`config.mk`:
```
export PLATFORM = sky130hd
export DESIGN_NAME = nested_interrupt_controller
export DESIGN_NICKNAME = d
export VERILOG_FILES = /design/src/nic_pkg.sv /design/src/nested_interrupt_controller.sv
export VERILOG_INCLUDE_DIRS = /design/src
export SDC_FILE = /design/constraint.sdc
export NUM_CORES = 1
export LEC_CHECK = 0
export ABC_CLOCK_PERIOD_IN_PS = 19700
export BUFFER_PORTS_ARGS = -buffer_cell sky130_fd_sc_hd__buf_2
export CAP_MARGIN = 20
export CORE_ASPECT_RATIO = 1.5
export CORE_MARGIN = 3
export CORE_UTILIZATION = 45
export DETAILED_ROUTE_END_ITERATION = 12
export HOLD_SLACK_MARGIN = 0.08
export PLACE_DENSITY = 0.79
export SYNTH_ARGS = -nofsm -noshare
export SYNTH_HDL_FRONTEND = slang
export SYNTH_SLANG_ARGS = --single-unit
```
`constraint.sdc`:
```
create_clock -name clock -period 19.7 [get_ports clock]
set_clock_uncertainty 0.2 [all_clocks]
set_input_delay 1.97 -clock clock [delete_from_list [all_inputs] [get_ports clock]]
set_output_delay 1.97 -clock clock [all_outputs]
set_load 0.1 [all_outputs]
```
`src/nic_map.svh`:
```
// register offsets, field positions, codes and reset values of the interrupt controller
// assumes inclusion by bare name from the package and the design module
`ifndef NIC_MAP_SVH
`define NIC_MAP_SVH

// ----------------------------------------------------------------------------
// register byte offsets
// ----------------------------------------------------------------------------
`define NIC_SOFT_LVL0_OFF   8'h00
`define NIC_SOFT_LVL1_OFF   8'h04
`define NIC_SOFT_LVL2_OFF   8'h08
`define NIC_SOFT_LVL3_OFF   8'h0C
`define NIC_EXT_SENSE_OFF   8'h10
`define NIC_PIN_SEL_OFF     8'h14
`define NIC_SRC_EN_OFF      8'h18
`define NIC_STATUS_OFF      8'h1C

// ----------------------------------------------------------------------------
// sizes, fields and codes
// ----------------------------------------------------------------------------
`define NIC_NUM_SRC         14
`define NIC_NUM_LINES       3
`define NIC_PINS_PER_LINE   4
`define NIC_FIRST_EXT       2
`define NIC_ESTOP_POL_BIT   6
`define NIC_ST_LEVEL_LSB    16
`define NIC_ST_BUSY_BIT     18
`define NIC_LEVEL0          2'h2
`define NIC_LEVEL1          2'h1
`define NIC_LEVEL2          2'h0
`define NIC_LEVEL3          2'h3
`define NIC_SENSE_LEVEL     2'h0
`define NIC_SENSE_RISE      2'h1
`define NIC_SENSE_FALL      2'h2
`define NIC_SENSE_BOTH      2'h3
`define NIC_VEC_ESTOP       4'h0
`define NIC_VEC_TRAP        4'hE
`define NIC_VEC_RESET       4'hF
`define NIC_ADDR_BASE       16'hFFFA
`define NIC_ADDR_TRAP       16'hFFFC
`define NIC_ADDR_RESET      16'hFFFE

// ----------------------------------------------------------------------------
// reset values
// ----------------------------------------------------------------------------
`define NIC_SOFT_LVL_RST    32'hFFFFFFFF
`define NIC_LOCKED_BITS     4'hF
`define NIC_WAKE_MASK_RST   14'h011E

`endif

```
`src/nic_pkg.sv`:
```
// types of the nested interrupt controller
// assumes nic_map.svh beside it
package nic_pkg;
`include "nic_map.svh"

  typedef enum logic [0:0] {
    NIC_IDLE  = 1'b0,
    NIC_OFFER = 1'b1
  } nic_svc_t;

  typedef struct packed {
    logic [31:0]     soft_lvl;
    logic [6:0]      sense;
    logic [11:0]     pin_sel;
    logic [13:0]     src_en;
    logic [1:0]      cur_level;
    logic [2:0]      line_prev;
    logic [2:0]      ext_latch;
    logic            estop_latch;
    logic            estop_prev;
    logic            trap_pend;
    logic            rst_pend;
    nic_svc_t        svc;
    logic [3:0]      vec;
    logic [15:0]     addr;
    logic [1:0]      new_level;
    logic            stack;
    logic            wr_pend;
    logic [7:0]      wr_addr;
    logic [31:0]     rdata;
  } nic_state_t;
endpackage : nic_pkg

```
`src/nested_interrupt_controller.sv`:
```
// nested priority interrupt controller with an ahb-lite register slave
// assumes a cpu sequencer that stacks, fetches vectors and acknowledges service
`timescale 1ns/1ps
`include "nic_map.svh"

module nested_interrupt_controller #(
  parameter int          NUM_SRC   = `NIC_NUM_SRC,
  parameter logic [13:0] WAKE_MASK = `NIC_WAKE_MASK_RST
) (
  input  wire logic        clock,
  input  wire logic        srst,
  input  wire logic        hsel,
  input  wire logic [31:0] haddr,
  input  wire logic [1:0]  htrans,
  input  wire logic        hwrite,
  input  wire logic [2:0]  hsize,
  input  wire logic [31:0] hwdata,
  input  wire logic        hready,
  output logic             hreadyout,
  output logic             hresp,
  output logic [31:0]      hrdata,
  input  wire logic [11:0] ext_pin,
  input  wire logic        estop_pin,
  input  wire logic        speed_err,
  input  wire logic [13:0] periph_flag,
  input  wire logic        instr_boundary,
  input  wire logic        trap_exec,
  input  wire logic        in_wait,
  input  wire logic        in_halt,
  input  wire logic        cpu_level_we,
  input  wire logic [1:0]  cpu_level_in,
  input  wire logic        irq_ack,
  output logic             irq_req,
  output logic [3:0]       irq_vec,
  output logic [15:0]      irq_addr,
  output logic [1:0]       irq_level,
  output logic             irq_stack,
  output logic [1:0]       cur_level,
  output logic             wake
);

  // --------------------------------------------------------------------------
  // elaboration checks
  // --------------------------------------------------------------------------
  if (NUM_SRC != `NIC_NUM_SRC) begin : g_bad_src
    $error("NUM_SRC must equal the fixed source count");
  end

  // --------------------------------------------------------------------------
  // functions
  // --------------------------------------------------------------------------
  // level code to nesting rank, 0 lowest
  function automatic logic [1:0] nic_rank(input logic [1:0] code);
    case (code)
      `NIC_LEVEL0: nic_rank = 2'h0;
      `NIC_LEVEL1: nic_rank = 2'h1;
      `NIC_LEVEL2: nic_rank = 2'h2;
      default:     nic_rank = 2'h3;
    endcase
  endfunction : nic_rank

  // per-field merge; the main-level code is refused so no vector can sit below main
  function automatic logic [7:0] nic_merge(input logic [7:0] old_v, input logic [7:0] new_v);
    nic_merge = old_v;
    for (int f = 0; f < 4; f++) begin
      if (new_v[2*f+:2] != `NIC_LEVEL0) begin
        nic_merge[2*f+:2] = new_v[2*f+:2];
      end
    end
  endfunction : nic_merge

  // --------------------------------------------------------------------------
  // state
  // --------------------------------------------------------------------------
  localparam nic_pkg::nic_state_t RST_STATE = '{
    soft_lvl:    `NIC_SOFT_LVL_RST,
    sense:       7'h00,
    pin_sel:     12'h000,
    src_en:      14'h0000,
    cur_level:   `NIC_LEVEL3,
    line_prev:   3'h0,
    ext_latch:   3'h0,
    estop_latch: 1'b0,
    estop_prev:  1'b0,
    trap_pend:   1'b0,
    rst_pend:    1'b1,
    svc:         nic_pkg::NIC_IDLE,
    vec:         4'h0,
    addr:        16'h0000,
    new_level:   `NIC_LEVEL3,
    stack:       1'b0,
    wr_pend:     1'b0,
    wr_addr:     8'h00,
    rdata:       32'h00000000
  };

  nic_pkg::nic_state_t s_q;
  nic_pkg::nic_state_t s_d;
  logic [2:0]          line_val;
  logic [2:0]          ext_set;
  logic [13:0]         pend;
  logic                found;
  logic [2:0]          best;
  logic [3:0]          win;
  logic                cap;
  logic                ack;
  logic                estop_set;

  // --------------------------------------------------------------------------
  // request collection and arbitration
  // --------------------------------------------------------------------------
  always_comb begin
    logic [1:0] mode;
    logic [2:0] eff;
    logic       ok;
    mode  = 2'h0;
    eff   = 3'h0;
    ok    = 1'b0;
    found = 1'b0;
    best  = 3'h0;
    win   = 4'h0;
    for (int i = 0; i < `NIC_NUM_SRC; i++) begin
      pend[i] = s_q.src_en[i] & periph_flag[i];
    end
    estop_set = (s_q.sense[`NIC_ESTOP_POL_BIT] ? (estop_pin & ~s_q.estop_prev)
                                               : (~estop_pin & s_q.estop_prev))
                | speed_err;
    pend[0] = s_q.src_en[0] & s_q.estop_latch;
    for (int g = 0; g < `NIC_NUM_LINES; g++) begin
      line_val[g] = |(ext_pin[g*`NIC_PINS_PER_LINE+:`NIC_PINS_PER_LINE]
                      & s_q.pin_sel[g*`NIC_PINS_PER_LINE+:`NIC_PINS_PER_LINE]);
      mode = s_q.sense[2*g+:2];
      ext_set[g] = ((mode == `NIC_SENSE_RISE) && line_val[g] && !s_q.line_prev[g])
                 | ((mode == `NIC_SENSE_FALL) && !line_val[g] && s_q.line_prev[g])
                 | ((mode == `NIC_SENSE_BOTH) && (line_val[g] != s_q.line_prev[g]));
      pend[`NIC_FIRST_EXT+g] = s_q.src_en[`NIC_FIRST_EXT+g]
          & ((mode == `NIC_SENSE_LEVEL) ? line_val[g] : s_q.ext_latch[g]);
    end
    // downward scan with >= lets the lower index win a tie
    for (int i = `NIC_NUM_SRC - 1; i >= 0; i--) begin
      eff = (i == 0) ? 3'h4 : {1'b0, nic_rank(s_q.soft_lvl[2*i+:2])};
      ok  = pend[i] && ((i == 0) || (eff > {1'b0, nic_rank(s_q.cur_level)}))
            && (!in_halt || WAKE_MASK[i]);
      if (ok && (!found || eff >= best)) begin
        found = 1'b1;
        best  = eff;
        win   = 4'(i);
      end
    end
    if (s_q.trap_pend) begin
      found = 1'b1;
      win   = `NIC_VEC_TRAP;
    end
    if (s_q.rst_pend) begin
      found = 1'b1;
      win   = `NIC_VEC_RESET;
    end
  end

  assign cap = (s_q.svc == nic_pkg::NIC_IDLE) && found && instr_boundary;
  assign ack = (s_q.svc == nic_pkg::NIC_OFFER) && irq_ack;

  // --------------------------------------------------------------------------
  // next state
  // --------------------------------------------------------------------------
  always_comb begin
    s_d = s_q;
    s_d.line_prev  = line_val;
    s_d.estop_prev = estop_pin;
    // a new event in the acknowledge cycle keeps its latch set
    for (int g = 0; g < `NIC_NUM_LINES; g++) begin
      s_d.ext_latch[g] = ext_set[g] | (s_q.ext_latch[g]
          & !(ack && (s_q.vec == 4'(`NIC_FIRST_EXT + g))));
    end
    s_d.estop_latch = estop_set | (s_q.estop_latch & !(ack && s_q.vec == `NIC_VEC_ESTOP));
    s_d.trap_pend   = trap_exec | (s_q.trap_pend & !(ack && s_q.vec == `NIC_VEC_TRAP));
    s_d.rst_pend    = s_q.rst_pend & !(ack && s_q.vec == `NIC_VEC_RESET);
    // level restored by the cpu on return, rim, sim, halt, wfi and flag pops
    if (ack) begin
      s_d.cur_level = s_q.new_level;
    end else if (cpu_level_we) begin
      s_d.cur_level = cpu_level_in;
    end
    case (s_q.svc)
      nic_pkg::NIC_IDLE: begin
        if (cap) begin
          s_d.svc   = nic_pkg::NIC_OFFER;
          s_d.vec   = win;
          s_d.stack = (win != `NIC_VEC_RESET);
          if (win == `NIC_VEC_RESET) begin
            s_d.addr = `NIC_ADDR_RESET;
          end else if (win == `NIC_VEC_TRAP) begin
            s_d.addr = `NIC_ADDR_TRAP;
          end else begin
            s_d.addr = `NIC_ADDR_BASE - {11'h000, win, 1'b0};
          end
          if (win == `NIC_VEC_ESTOP || win >= `NIC_VEC_TRAP) begin
            s_d.new_level = `NIC_LEVEL3;
          end else begin
            s_d.new_level = s_q.soft_lvl[2*win+:2];
          end
        end
      end
      nic_pkg::NIC_OFFER: begin
        if (irq_ack) begin
          s_d.svc = nic_pkg::NIC_IDLE;
        end
      end
      default: s_d.svc = nic_pkg::NIC_IDLE;
    endcase
    // register write, data phase
    if (s_q.wr_pend) begin
      if (s_q.wr_addr == `NIC_SOFT_LVL0_OFF) begin
        s_d.soft_lvl[7:0] = nic_merge(s_q.soft_lvl[7:0], hwdata[7:0]);
      end else if (s_q.wr_addr == `NIC_SOFT_LVL1_OFF) begin
        s_d.soft_lvl[15:8] = nic_merge(s_q.soft_lvl[15:8], hwdata[7:0]);
      end else if (s_q.wr_addr == `NIC_SOFT_LVL2_OFF) begin
        s_d.soft_lvl[23:16] = nic_merge(s_q.soft_lvl[23:16], hwdata[7:0]);
      end else if (s_q.wr_addr == `NIC_SOFT_LVL3_OFF) begin
        s_d.soft_lvl[27:24] = 4'(nic_merge({4'h0, s_q.soft_lvl[27:24]},
                                           {4'h0, hwdata[3:0]}));
      end else if (s_q.wr_addr == `NIC_EXT_SENSE_OFF) begin
        s_d.sense = hwdata[6:0];
      end else if (s_q.wr_addr == `NIC_PIN_SEL_OFF) begin
        s_d.pin_sel = hwdata[11:0];
      end else if (s_q.wr_addr == `NIC_SRC_EN_OFF) begin
        s_d.src_en = hwdata[13:0];
      end
    end
    // address phase; read data registered here so the data phase needs no wait
    s_d.wr_pend = hsel && htrans[1] && hready && hwrite;
    s_d.wr_addr = haddr[7:0];
    if (hsel && htrans[1] && hready && !hwrite) begin
      if (haddr[7:0] == `NIC_SOFT_LVL0_OFF) begin
        s_d.rdata = {24'h000000, s_q.soft_lvl[7:0]};
      end else if (haddr[7:0] == `NIC_SOFT_LVL1_OFF) begin
        s_d.rdata = {24'h000000, s_q.soft_lvl[15:8]};
      end else if (haddr[7:0] == `NIC_SOFT_LVL2_OFF) begin
        s_d.rdata = {24'h000000, s_q.soft_lvl[23:16]};
      end else if (haddr[7:0] == `NIC_SOFT_LVL3_OFF) begin
        s_d.rdata = {24'h000000, `NIC_LOCKED_BITS, s_q.soft_lvl[27:24]};
      end else if (haddr[7:0] == `NIC_EXT_SENSE_OFF) begin
        s_d.rdata = {25'h0000000, s_q.sense};
      end else if (haddr[7:0] == `NIC_PIN_SEL_OFF) begin
        s_d.rdata = {20'h00000, s_q.pin_sel};
      end else if (haddr[7:0] == `NIC_SRC_EN_OFF) begin
        s_d.rdata = {18'h00000, s_q.src_en};
      end else if (haddr[7:0] == `NIC_STATUS_OFF) begin
        s_d.rdata = {13'h0000, s_q.svc, s_q.cur_level, 2'h0, pend};
      end else begin
        s_d.rdata = 32'h00000000;
      end
    end
  end

  always_ff @(posedge clock) begin
    if (srst) begin
      s_q <= RST_STATE;
    end else begin
      s_q <= s_d;
    end
  end

  // --------------------------------------------------------------------------
  // outputs
  // --------------------------------------------------------------------------
  assign hreadyout = 1'b1;
  assign hresp     = 1'b0;
  assign hrdata    = s_q.rdata;
  assign irq_req   = (s_q.svc == nic_pkg::NIC_OFFER);
  assign irq_vec   = s_q.vec;
  assign irq_addr  = s_q.addr;
  assign irq_level = s_q.new_level;
  assign irq_stack = s_q.stack;
  assign cur_level = s_q.cur_level;
  // wait ends on any request; halt only on wake-capable ones, a trap or a reset
  assign wake = (in_wait && ((|pend) || s_q.trap_pend || s_q.rst_pend))
              || (in_halt && ((|(pend & WAKE_MASK)) || s_q.trap_pend
                              || s_q.rst_pend));
endmodule : nested_interrupt_controller

```
After elaboration in Yosys (flattened, before gate mapping)
Index checks and enable logic that the tools add are counted.
{ "word_totals": {"elab_cells": 407, "input_bits": 110, "output_inout_bits": 61, "ff_bits": 138} }
{ "op_classes": {"reduce_logical": 156, "eq_ne": 65, "add_sub_neg": 1, "bitwise": 46, "n_shift": 1, "muxes": 79, "order_cmp": 27} }
{ "op_table": {"columns": ["cell", "count"], "rows": [
  ["2-to-1 mux 19 bit", 8],
  ["case mux 2 bit (3 select lines)", 14],
  ["logical AND 1 bit", 65],
  ["2-to-1 mux 4 bit", 16],
  ["equality test 8 x 5 -> 1 bit, second input constant", 7],
  ["equality test 2 bit, second input constant", 20],
  ["greater-or-equal comparator 2 x 3 -> 1 bit", 12],
  ["equality test 2 x 1 -> 1 bit, second input constant", 17],
  ["logical NOT 2 bit", 17],
  ["equality test 8 x 4 -> 1 bit, second input constant", 4],
  ["2-to-1 mux 16 bit", 2],
  ["variable part select 32 x 6 -> 2 bit", 1],
  ["logical NOT 1 bit", 27],
  ["2-to-1 mux 3 bit", 9],
  ["greater-than comparator 2 bit", 13],
  ["2-to-1 mux 24 bit", 1],
  ["bitwise AND 1 bit", 22],
  ["2-to-1 mux 1 bit", 21],
  ["AND reduction 5 bit", 4],
  ["logical OR 1 bit", 19],
  ["AND reduction 6 bit", 3],
  ["equality test 4 bit, second input constant", 4],
  ["equality test 8 x 3 -> 1 bit, second input constant", 2],
  ["logical NOT 8 bit", 2],
  ["23 further kinds", 65]
]} }

Logic depth before layout (Yosys ltp)
Gate-level depths: netlist (run 1).
{ "depth": {"depth_word": 65, "depth_mapped": 100, "ltp_nobuf": 99} }

Worst setup path after synthesis (run 1)
OpenSTA, ideal clock, no wires.
{ "synth_path": {"path_kind": "input -> register", "start": "input periph_flag[13]", "end": "register s_q, in the netlist irq_level[1]", "t_arrival_ns": 16.754, "setup_ns": 0.081, "setup_slack_ns": 2.665, "required_time_ns": 19.419, "cell_stages": 89, "path_buffers": 1, "path_cell_list": "and2_1 > o2111a_2 > o21ai_0 > inv_1 > ha_1 > nand2b_1 > a21oi_1 > a21oi_1 > mux2i_1 > ha_1 > nand2b_1 > a21oi_1 > o21ai_1 > nand2_1 > mux2_2 > ha_1 > nand2b_1 > a21oi_1 > (+53 left out) > a21oi_1 > o21ai_0 > nand2_1 > nand2_1 > o22ai_1 > ha_1 > nand2b_1 > a21oi_1 > a21o_1 > inv_1 > o21ai_0 > o31ai_2 > inv_1 > ha_1 > a21oi_1 > o21ai_0 > a31oi_1 > a41oi_1"} }
{ "synth_via": {"elab_chain_cells": 61, "word_cells_on_any_way": 108, "classes_between": "14 x order compare; 1 x shift; 46 x mux; 1 x bitwise; 46 x reduce/logical"} }
{ "synth_lines": {"columns": ["item", "line", "text"], "rows": [
  ["from (decl)", "nested_interrupt_controller.sv:25", "input wire logic [13:0] periph_flag,"],
  ["bitwise AND 1 bit (*)", "nested_interrupt_controller.sv:123", "pend[i] = s_q.src_en[i] & periph_flag[i];"],
  ["logical AND 1 bit (*)", "nested_interrupt_controller.sv:142", "ok = pend[i] && ((i == 0) || (eff > {1'b0, nic_rank(s_q.cur_level)}))"],
  ["logical AND 1 bit (*)", "nested_interrupt_controller.sv:143", "&& (!in_halt || WAKE_MASK[i]);"],
  ["2-to-1 mux 2 bit / 2-to-1 mux 1 bit (equally long branches)", "nested_interrupt_controller.sv:144", "if (ok && (!found || eff >= best)) begin"],
  ["greater-or-equal comparator 2 x 3 -> 1 bit / logical NOT 1 bit (equally long branches)", "nested_interrupt_controller.sv:144", null],
  ["logical OR 1 bit", "nested_interrupt_controller.sv:144", null],
  ["logical AND 1 bit", "nested_interrupt_controller.sv:144", null],
  ["2-to-1 mux 2 bit / 2-to-1 mux 1 bit (equally long branches)", "nested_interrupt_controller.sv:144", null],
  ["(+45 left out)", null, null],
  ["logical OR 1 bit", "nested_interrupt_controller.sv:144", null],
  ["logical AND 1 bit", "nested_interrupt_controller.sv:144", null],
  ["2-to-1 mux 4 bit (*)", "nested_interrupt_controller.sv:144", null],
  ["2-to-1 mux 4 bit (*)", "nested_interrupt_controller.sv:150", "if (s_q.trap_pend) begin"],
  ["2-to-1 mux 4 bit (*)", "nested_interrupt_controller.sv:154", "if (s_q.rst_pend) begin"],
  ["via win[1]", "nested_interrupt_controller.sv:104", "logic [3:0] win;"],
  ["parallel branches: the longest is 2 deep, another holds variable part select 32 x 6 -> 2 bit", null, null],
  ["2-to-1 mux 2 bit (*)", "nested_interrupt_controller.sv:197", "if (win == `NIC_VEC_ESTOP || win >= `NIC_VEC_TRAP) begin"],
  ["to (signal assigned)", "nested_interrupt_controller.sv:258", "s_q <= RST_STATE;"],
  ["to (signal assigned)", "nested_interrupt_controller.sv:260", "s_q <= s_d;"],
  ["to (decl)", "nested_interrupt_controller.sv:97", "nic_pkg::nic_state_t s_q;"]
]} }
Mark *: on every way through the listed nets, which the timed path passes.
A chain may end at the register's enable or synchronous reset.

Worst setup path after layout (run 1)
{ "layout_path": {"start": "input periph_flag[13]", "end": "register s_q, in the netlist irq_level[0]"} }
{ "layout_via": {"elab_chain_cells": 61, "word_cells_on_any_way": 108, "classes_between": "14 x order compare; 1 x shift; 46 x mux; 1 x bitwise; 46 x reduce/logical"} }
{ "layout_lines": {"columns": ["item", "line"], "rows": [
  ["bitwise AND 1 bit (*)", "nested_interrupt_controller.sv:123"],
  ["logical AND 1 bit (*)", "nested_interrupt_controller.sv:142"],
  ["logical AND 1 bit (*)", "nested_interrupt_controller.sv:143"],
  ["parallel branches: the longest is 58 deep, another holds greater-or-equal comparator 2 x 3 -> 1 bit", null]
]} }
Every way passes the cells marked *.

==> metrics.txt, run 1 <==
top fanout value on the critical path=8; worst r2r path cells=86; synthesized area divided by synthesized cell count=roughly 7.9 µm²; most common cell type on the critical path=ha_1; core region area=0.0176 mm²; Seq/Total Area, Yosys=27.6%; count of pins on the block boundary=171; number of buffers added by the clock tree synthesis step=17; post-synthesis cell type count=85; Slew HR=roughly a fifth; total overflow reported by the global router=0; initial core utilization=46.4%; setup repair after global routing missed its margin=no; critical path capture point type=flip-flop; Site Rows=59; most used cells in the layout excluding fill and tap cells=dfxtp_1, nand2_1, nor2_1; detailed-routing iteration count for the pre-antenna-repair pass=6; status=finished clean; startpoint types=input port; clock tree sinks=between 100 and 150; Worst Setup EP=irq_level[0]$_SDFFE_PP1P_; Period Utilization, post-route=92.6%; area of the die=0.0199 mm²; data arrival time of the critical path=18.34 ns; most frequent standard cell in the layout excluding fill and tap cells=dfxtp_1; number of nets in the finished design=1260; dominant register cell in the synthesized netlist=dfxtp_1; number of violations reported at the end of detailed-routing iteration 0=519; wire length of the first global-routing pass=38200 µm; post-route worst hold slack=0.258 ns; die height=171 µm; final count of pins violating max slew=0; total half-perimeter wirelength after legalization and detailed placement=18100 µm; Register-to-Register Setup Slack=1.71 ns; root buffer cell=clkbuf_16; final routed DRC violation total=0; pin count of the biggest net entering global routing=96; placed standard-cell area=0.00846 mm²; Final Cell Area=0.00907 mm²; area of the mapped netlist=0.00819 mm²; critical path class=in -> reg; YS warnings=0; EDFF count, synth=0; total count of hold-check failures in the final report=0; clock transition at the registers of the reported paths=0.06 ns; r2r endpoint=irq_level[0]$_SDFFE_PP1P_; routed vias=7854; number of max-cap violations=0; path category of the worst min-delay check=reg -> reg; launch point of the worst reg-to-reg path=cur_level[0]$_SDFFE_PP1P_; number of H-tree branching levels=4; slowest stage cell on the critical path=a311o_4; gate count after technology mapping=1035; Setup violations, final=0; buffers from clock root to sink, at most=2; Routed wire per std cell=around 19 µm; Critical Path RT=19.79 ns; power density cells=69.8 mW/mm²; CTS tree=built; input/output buffers=102; area added between synthesis and finish=10.8%; post-synthesis sequential element count=roughly 110; antenna diode count=0; antenna violations before repair=0; share of post-route cells with drive strength above 1=about 17%; Least-Margin Pin Slew=1.20 ns; die width=between 100 and 150 µm; Min Clock Period, post-route=approximately 18 ns; Sum Neg Setup Slack=0 ns; worst setup path start=periph_flag[13]; standby leakage power=4.12 nW; Final Wtd Congestion=roughly 1; peak ir drop on the vdd network=roughly 95 µV; Post-Place Cells=roughly 1300; vias in the first global route=7503; per-cell via count in the routed design=around 6; async set-reset flop share out of synthesis=0%; total routing usage reported by global routing=roughly 24%; number of routed nets with antenna violations=0; Final Routed Wirelength=24100 µm; maximum clock frequency=around 0.055 GHz; clock latency reported for the late side of the worst-skew pair=0.41 ns; post-layout instance count excluding filler cells=1302; delay contributed by the slowest stage of the critical path=0.46 ns
[power breakdown]
group / internal [W] / switching (W) / total (W) / leakage (nW)
Combinational: 0.0000196 / 0.0000774 / 0.0000970 / 2.93
Sequential: 0.000233 / 0.00000446 / 0.000237 / 0.919
Clock: 0.000188 / 0.000110 / 0.000299 / 0.277
Total: 0.000441 / 0.000192 / 0.000633 / 4.12
[stage by stage]
stage	utilization (%)	total power, W	setup WS (ns)
after detailed placement	48.0	0.000338	0.665
after global routing	51.4	0.000652	0.0468
final	51.4	0.000633	1.45
after CTS	51.2	0.000633	1.01
after floorplan	-	0.000325	2.66
after global placement	48.0	0.000336	0.883
[state kept, by name, indices dropped and copies added (netlist names)]
| signal | flops |
|---|---|
| hrdata | 17 |
| cur_level | 2 |
| irq_req | 1 |
| s_q | 80 |
| irq_level | 2 |
| irq_vec | 4 |
| irq_addr | 6 |
| irq_stack | 1 |
[worst min-delay path by stage]
stage	start	end	slack (ns)	cells after the start
floorplan	hrdata[1]$_SDFFE_PP0P_	hrdata[1]$_SDFFE_PP0P_	0.23	2
global placement	hrdata[1]$_SDFFE_PP0P_	hrdata[1]$_SDFFE_PP0P_	0.24	2
detailed placement	s_q[110]$_SDFFE_PP1P_	s_q[110]$_SDFFE_PP1P_	0.25	2
CTS	s_q[110]$_SDFFE_PP1P_	s_q[110]$_SDFFE_PP1P_	0.26	2
global route	hrdata[3]$_SDFFE_PP0P_	hrdata[3]$_SDFFE_PP0P_	0.28	2
finish	s_q[110]$_SDFFE_PP1P_	s_q[110]$_SDFFE_PP1P_	0.26	2
[timing repair]
action,4_1_cts,5_1_grt
setup buffers,0,3
endpoints found under the setup margin,0,8
resized for setup,0,7
hold buffers,0,0
[synthesized netlist by cell type, types with 13 or more instances]
cell type | count | area [µm²]
nor2_1 | 107 | 402
a211oi_1 | 18 | 135
nor2b_1 | 18 | 113
o21ai_0 | 56 | 280
mux2i_1 | 30 | 300
buf_4 | 59 | 443
o21bai_1 | 13 | 97.6
nand3_1 | 18 | 90.1
inv_1 | 43 | 161
clkbuf_1 | 39 | 146
nand2_1 | 111 | 417
ha_1 | 74 | 926
dfxtp_1 | 113 | 2260
a31oi_1 | 15 | 93.8
nand2b_1 | 25 | 156
a21oi_1 | 93 | 465
[worst max-delay path: cells and delay by family]
family	cells	cell delay [ns]
muxes	6	1.89
and+or+nand+nor	25	4.08
buffers and inverters	5	0.46
adders and majority gates	13	3.48
AOI/OAI and AO/OA	35	6.42
[cell families (layout without fill, tap and decap cells)]
group	after synthesis	count (layout)	synth area share (%)
AND/OR/NAND/NOR	353	353	20.6
AO/OA/AOI/OAI	304	304	25.4
buffers and inverters	148	186	9.52
flip-flops	113	113	27.6
adder cells (fa/ha/maj)	75	75	11.4
multiplexers	39	39	5.18
other	2	18	0.0917
XOR/XNOR	1	1	0.107
[routing by layer]
metal | wire (µm) | share of wire, % | vias up | global-route usage (%)
met2 | 12200 | 51 | 355 | 42.3
met4 | 1700 | 7.0 | 0 | 16.7
met5 | 0 | 0 | - | 0
met3 | 1290 | 5.3 | 111 | 4.36
li1 | - | - | 3719 | -
met1 | 8940 | 37 | 3669 | 26.6
[final cells by class]
cell class                 instances  area, µm²
fill                            1648       8570
multi-input combinational        790       5230
sequential                       113       2260
timing repair buffer             110        573
clock buffer                      18        439
tap                              213        267
inverter                          44        165
clock inverter                    14        141
Power figures use the tool's default switching activity.
==> run 2: changes to the inputs <==
GPL_TIMING_DRIVEN = 0   (was unset)
RECOVER_POWER = 100   (was unset)
==> run 2 against run 1 <==
  * Via count up 5.0%
  * Sequential power about the same
  * Critical path depth is 6 higher
  * First-iteration DRC count is 19% higher
  * Wire length is 9.3% higher
  * Largest power group unchanged
==> metrics.txt, run 2 (synthesis results as in run 1) <==
total half-perimeter wirelength after legalization and detailed placement=20400 µm; family with the most delay on the worst path=compound AO/OA/AOI/OAI gates; most frequent standard cell in the layout excluding fill and tap cells=dfxtp_1; Final Cell Area=between 0.009 and 0.01 mm²; Worst Setup EP=irq_level[0]$_SDFFE_PP1P_; root buffer cell=clkbuf_16; Min Clock Period, post-route=about 18 ns; die width=116 µm; data arrival time of the critical path=18.62 ns; buffers from clock root to sink, at most=2; vias in the first global route=7919; FF/Latch Area=between 0.002 and 0.0025 mm²; worst setup path start=periph_flag[13]; top fanout value on the critical path=8; clock tree sinks=between 100 and 150; final routed DRC violation total=0; launch point of the worst reg-to-reg path=cur_level[1]$_SDFFE_PP1P_; Sum Neg Setup Slack=0 ns; Register-to-Register Setup Slack=1.48 ns; r2r endpoint=irq_level[0]$_SDFFE_PP1P_; overall power=between 0.0006 and 0.0007 W; total count of hold-check failures in the final report=0; pin count of the biggest net entering global routing=17; initial core utilization=46.4%; peak ir drop on the vdd network=89.5 µV; Critical Path RT=19.84 ns; status=finished clean; Period Utilization, post-route=93.8%; delay contributed by the slowest stage of the critical path=roughly 0.38 ns; number of H-tree branching levels=4; Least-Margin Pin Slew=roughly 1.2 ns; total number of cells along the worst setup path=90; critical path class=in -> reg; Final Routed Wirelength=26300 µm; critical path capture point type=flip-flop; clock latency reported for the late side of the worst-skew pair=0.42 ns; most used cells in the layout excluding fill and tap cells=dfxtp_1, nand2_1, nor2_1; antenna diode count=0; clock transition at the registers of the reported paths=0.06 ns; number of max-cap violations=0; number of fill cells=1622; startpoint types=input port; total overflow reported by the global router=0; crit path buf inv count=8; detailed-routing iteration count for the pre-antenna-repair pass=6; CTS tree=built; area of the die=0.0199 mm²; power density cells=69.1 mW/mm²; share of post-route cells with drive strength above 1=17.0%; worst hold path stage count=2; placed standard-cell area=between 0.008 and 0.009 mm²; maximum clock frequency=0.0541 GHz; Routed wire per std cell=about 19 µm; per-cell via count in the routed design=5.88; number of buffers added by the clock tree synthesis step=17; core region area=0.0176 mm²; area added between synthesis and finish=17.8%; HP Start=hrdata[1]$_SDFFE_PP0P_; path category of the worst min-delay check=reg -> reg; die height=171 µm; Final Wtd Congestion=0.979; number of flip-flops under the largest register name=80; input/output buffers=93; worst r2r path cells=93; Setup violations, final=0; total routing usage reported by global routing=26.3%; number of routed nets with antenna violations=0; number of nets in the finished design=1360; routed vias=8247; register with the most flip-flops=s_q; count of pins on the block boundary=approximately 170; final count of pins violating max slew=0; footprint of the multi-input gates=0.00522 mm²; Slew HR=20.6%; antenna violations before repair=0; wire length of the first global-routing pass=roughly 41000 µm; Site Rows=between 50 and 60; slowest stage cell on the critical path=o31ai_1; number of violations reported at the end of detailed-routing iteration 0=620; standby leakage power=~4.3 nW
-- run 2: cell types whose count changed in the layout (fill, tap and decap cells not counted), sizes merged --
| cell | change |
|---|---|
| buf | +13 |
| clkbuf | +88 |
| bufinv | +1 |
| clkinv | -4 |
| clkinvlp | +2 |
-- run 2: worst min path at each step --
stage	end	slack, ns
3_3_place_gp	hrdata[1]$_SDFFE_PP0P_	0.25
2_1_floorplan	hrdata[1]$_SDFFE_PP0P_	0.23
6_report	hrdata[1]$_SDFFE_PP0P_	0.26
4_1_cts	hrdata[1]$_SDFFE_PP0P_	0.26
5_1_grt	hrdata[1]$_SDFFE_PP0P_	0.27
3_5_place_dp	hrdata[1]$_SDFFE_PP0P_	0.25
-- run 2: worst reg2reg max path, delay by kind of cell, from the launching register on --
family	cells	cell delay, ns
adders and majority gates	15	4.25
muxes	4	1.10
AOI/OAI and AO/OA	38	7.09
buffers and inverters	9	1.14
and+or+nand+nor	27	3.96
DFF	1	0.42
-- run 2: final cells by class --
type,count,area share [%]
Sequential cell,113,23.5
Inverter,44,1.75
Clock inverter,13,1.66
Clock buffer,19,4.69
Tap cell,213,2.76
Timing Repair Buffer,106,5.19
Multi-Input combinational cell,790,54.1
Buffer,104,6.37
-- run 2: metal layers --
layer	GRT usage [%]	up-vias	share of wire [%]
met5	0	-	0
met4	19.9	0	8.3
met3	4.05	143	5.2
met2	47.5	361	51
met1	26.7	3821	35
li1	-	3922	-
-- run 2: where the power goes --
part	leakage (nW)	switching, W	internal (W)
Sequential	0.918	0.00000478	0.000233
Clock	0.287	0.000114	0.000205
Combinational	3.12	0.0000820	0.0000278
-- run 2: timing repair --
item                                    4_1_cts  5_1_grt
endpoints found under the setup margin        0        9
buffers inserted                              0       10
hold buffers                                  0        0
gates resized for setup                       0        9
-- run 2: metrics by stage --
| stage | worst slack, ns | cells | util, % | hold slack, ns |
|---|---|---|---|---|
| floorplan | 2.66 | 1051 | - | 0.232 |
| detailed placement | 0.457 | 1360 | 51.0 | 0.249 |
| global placement | 0.625 | 1357 | 50.9 | 0.245 |
| global route | -0.0104 | 1402 | 54.7 | 0.275 |
| CTS | 0.684 | 1392 | 54.5 | 0.258 |
| finish | 1.21 | 1402 | 54.7 | 0.256 |
==> run 3: changes to the inputs <==
ABC_CLOCK_PERIOD_IN_PS = unset   (was 19700)
PLACE_DENSITY = 0.81   (was 0.79)
clock period = 15.4 ns   (was 19.7 ns; I/O delays follow)
==> run 3 against run 2 <==
  * The flow now finishes with violations (negative setup slack)
  * First-iteration DRC count shrank 1.5%
  * Die area is the same
  * Power grew 28%
  * Global-route usage grew 1.5 points
  * Sequential share of layout area shrank 2.0 points
  * Wire length grew 7.5%
  * Register-to-register slack lost 1.8 ns
  * Utilization grew 5.4 points
==> metrics.txt, run 3 (synthesis results as in run 1) <==
status=complete, but fails checks; violations in the final reports=negative setup slack; wire length of the first global-routing pass=43000 µm; startpoint types=input port; clock transition at the registers of the reported paths=around 0.060 ns; family with the most delay on the worst path=compound AO/OA/AOI/OAI gates; placed standard-cell area=0.00916 mm²; Final Cell Area=0.0106 mm²; top fanout value on the critical path=4; Register-to-Register Setup Slack=-0.36 ns; area of the die=between 0.015 and 0.02 mm²; peak ir drop on the vdd network=88.4 µV; most common cell type on the critical path=nand2b_4; total count of hold-check failures in the final report=0; antenna diode count=0; Routed wire per std cell=between 15 and 20 µm; Final Routed Wirelength=28300 µm; launch point of the worst reg-to-reg path=cur_level[0]$_SDFFE_PP1P_; vias in the first global route=around 8500; total routing usage reported by global routing=27.8%; total half-perimeter wirelength after legalization and detailed placement=20900 µm; Site Rows=59; most frequent standard cell in the layout excluding fill and tap cells=buf_4; path category of the worst min-delay check=reg -> reg; maximum clock frequency=0.0634 GHz; Critical Path RT=15.54 ns; Min Clock Period, post-route=approximately 16 ns; number of nets in the finished design=~1400; Period Utilization, post-route=102%; die height=171 µm; clock latency reported for the late side of the worst-skew pair=0.42 ns; number of fill cells=1457; buffers from clock root to sink, at most=2; Finished Core Util=about three fifths; Final Wtd Congestion=0.985; number of H-tree branching levels=4; initial core utilization=46.4%; post-route worst hold slack=around 0.26 ns; final count of pins violating max slew=0; clock tree sinks=about 110; root buffer cell=clkbuf_16; number of buffers added by the clock tree synthesis step=17; input/output buffers=93; standby leakage power=4.61 nW; detailed-routing iteration count for the pre-antenna-repair pass=5; final routed DRC violation total=0; pin count of the biggest net entering global routing=17; power density cells=80.4 mW/mm²; most used cells in the layout excluding fill and tap cells=buf_4, dfxtp_1, nor2_1; area added between synthesis and finish=29.4%; worst setup path start=periph_flag[13]; slowest stage cell on the critical path=a311oi_2; routed vias=8677; Setup violations, final=6; critical path class=in -> reg; delay contributed by the slowest stage of the critical path=0.41 ns; per-cell via count in the routed design=5.97; number of max-cap violations=0; Slew HR=18.1%; antenna violations before repair=0; number of flip-flops under the largest register name=80; core region area=0.0176 mm²; share of post-route cells with drive strength above 1=27.2%; minimum setup slack in the final design=-0.369 ns; die width=116 µm; crit path buf inv count=7; register with the most flip-flops=s_q; number of routed nets with antenna violations=0; HP Start=s_q[110]$_SDFFE_PP1P_; number of violations reported at the end of detailed-routing iteration 0=611; Least-Margin Pin Slew=about 1.2 ns; setup repair after global routing missed its margin=yes; critical path capture point type=flip-flop; data arrival time of the critical path=15.91 ns; count of pins on the block boundary=171; total overflow reported by the global router=0; CTS tree=built
[run 3: changes by cell type in the layout (fill, tap and decap cells not counted), sizes merged]
| cell | previous run | this run |
|---|---|---|
| buf | 123 | 175 |
| clkbuf | 106 | 104 |
| clkinv | 5 | 8 |
| clkinvlp | 6 | 3 |
| inv | 43 | 45 |
[run 3: where the power goes]
| group | total (W) | switching (W) | internal, W | leakage, nW |
|---|---|---|---|---|
| Sequential | 0.000304 | 0.00000618 | 0.000298 | 0.918 |
| Combinational | 0.000143 | 0.000107 | 0.0000354 | 3.40 |
| Clock | 0.000406 | 0.000150 | 0.000256 | 0.294 |
[run 3: cell type report]
cell class                 count  area [µm²]  area share [%]
inverter                      44         174            1.64
buffer                       103         621            5.85
tap                          213         267            2.51
clock buffer                  17         425            4.01
timing repair buffer         159         932            8.79
sequential                   113        2270            21.4
clock inverter                15         185            1.75
multi-input combinational    790        5730            54.0
[run 3: per-layer routing]
| metal | share of wire, % | wire length [µm] | GRT usage, % | vias up |
|---|---|---|---|---|
| li1 | - | - | - | 4037 |
| met1 | 35 | 9880 | 27.8 | 4087 |
| met2 | 51 | 14400 | 49.7 | 391 |
| met3 | 5.4 | 1540 | 5.17 | 162 |
| met4 | 8.7 | 2460 | 21.6 | 0 |
| met5 | 0 | 0 | 0 | - |
[run 3: worst reg2reg max path, delay by kind of cell (launching register included)]
| family | cells | cell delay, ns |
|---|---|---|
| AO/OA/AOI/OAI | 36 | 5.65 |
| flip-flops | 1 | 0.40 |
| AND/OR/NAND/NOR | 29 | 3.48 |
| buffers and inverters | 7 | 0.63 |
| multiplexers | 5 | 1.41 |
| adder cells (fa/ha/maj) | 15 | 3.88 |
[run 3: repair_timing]
| item | CTS | global route |
|---|---|---|
| setup endpoints to repair | 11 | 11 |
| pin swaps | 21 | 26 |
| hold buffers | 0 | 0 |
| buffers inserted | 39 | 24 |
| gates resized for setup | 44 | 46 |
[run 3: path summary, 6_finish.rpt]
check                                   end  cells past startpoint
hold reg to reg       s_q[110]$_SDFFE_PP1P_                      2
setup reg to reg  irq_level[1]$_SDFFE_PP1P_                     92
hold / removal        s_q[110]$_SDFFE_PP1P_                      2
setup / recovery  irq_level[1]$_SDFFE_PP1P_                     90
[run 3: stage by stage]
stage / setup TNS, ns / setup slack [ns] / power (W) / cells
finish: -1.19 / -0.369 / 0.000852 / 1454
global route: -6.90 / -1.01 / 0.000876 / 1454
CTS: -0.0765 / -0.0516 / 0.000850 / 1429
detailed placement: -16.36 / -1.92 / 0.000447 / 1359
global placement: -14.52 / -1.77 / 0.000444 / 1357
floorplan: -0.0471 / -0.0471 / 0.000416 / 1051
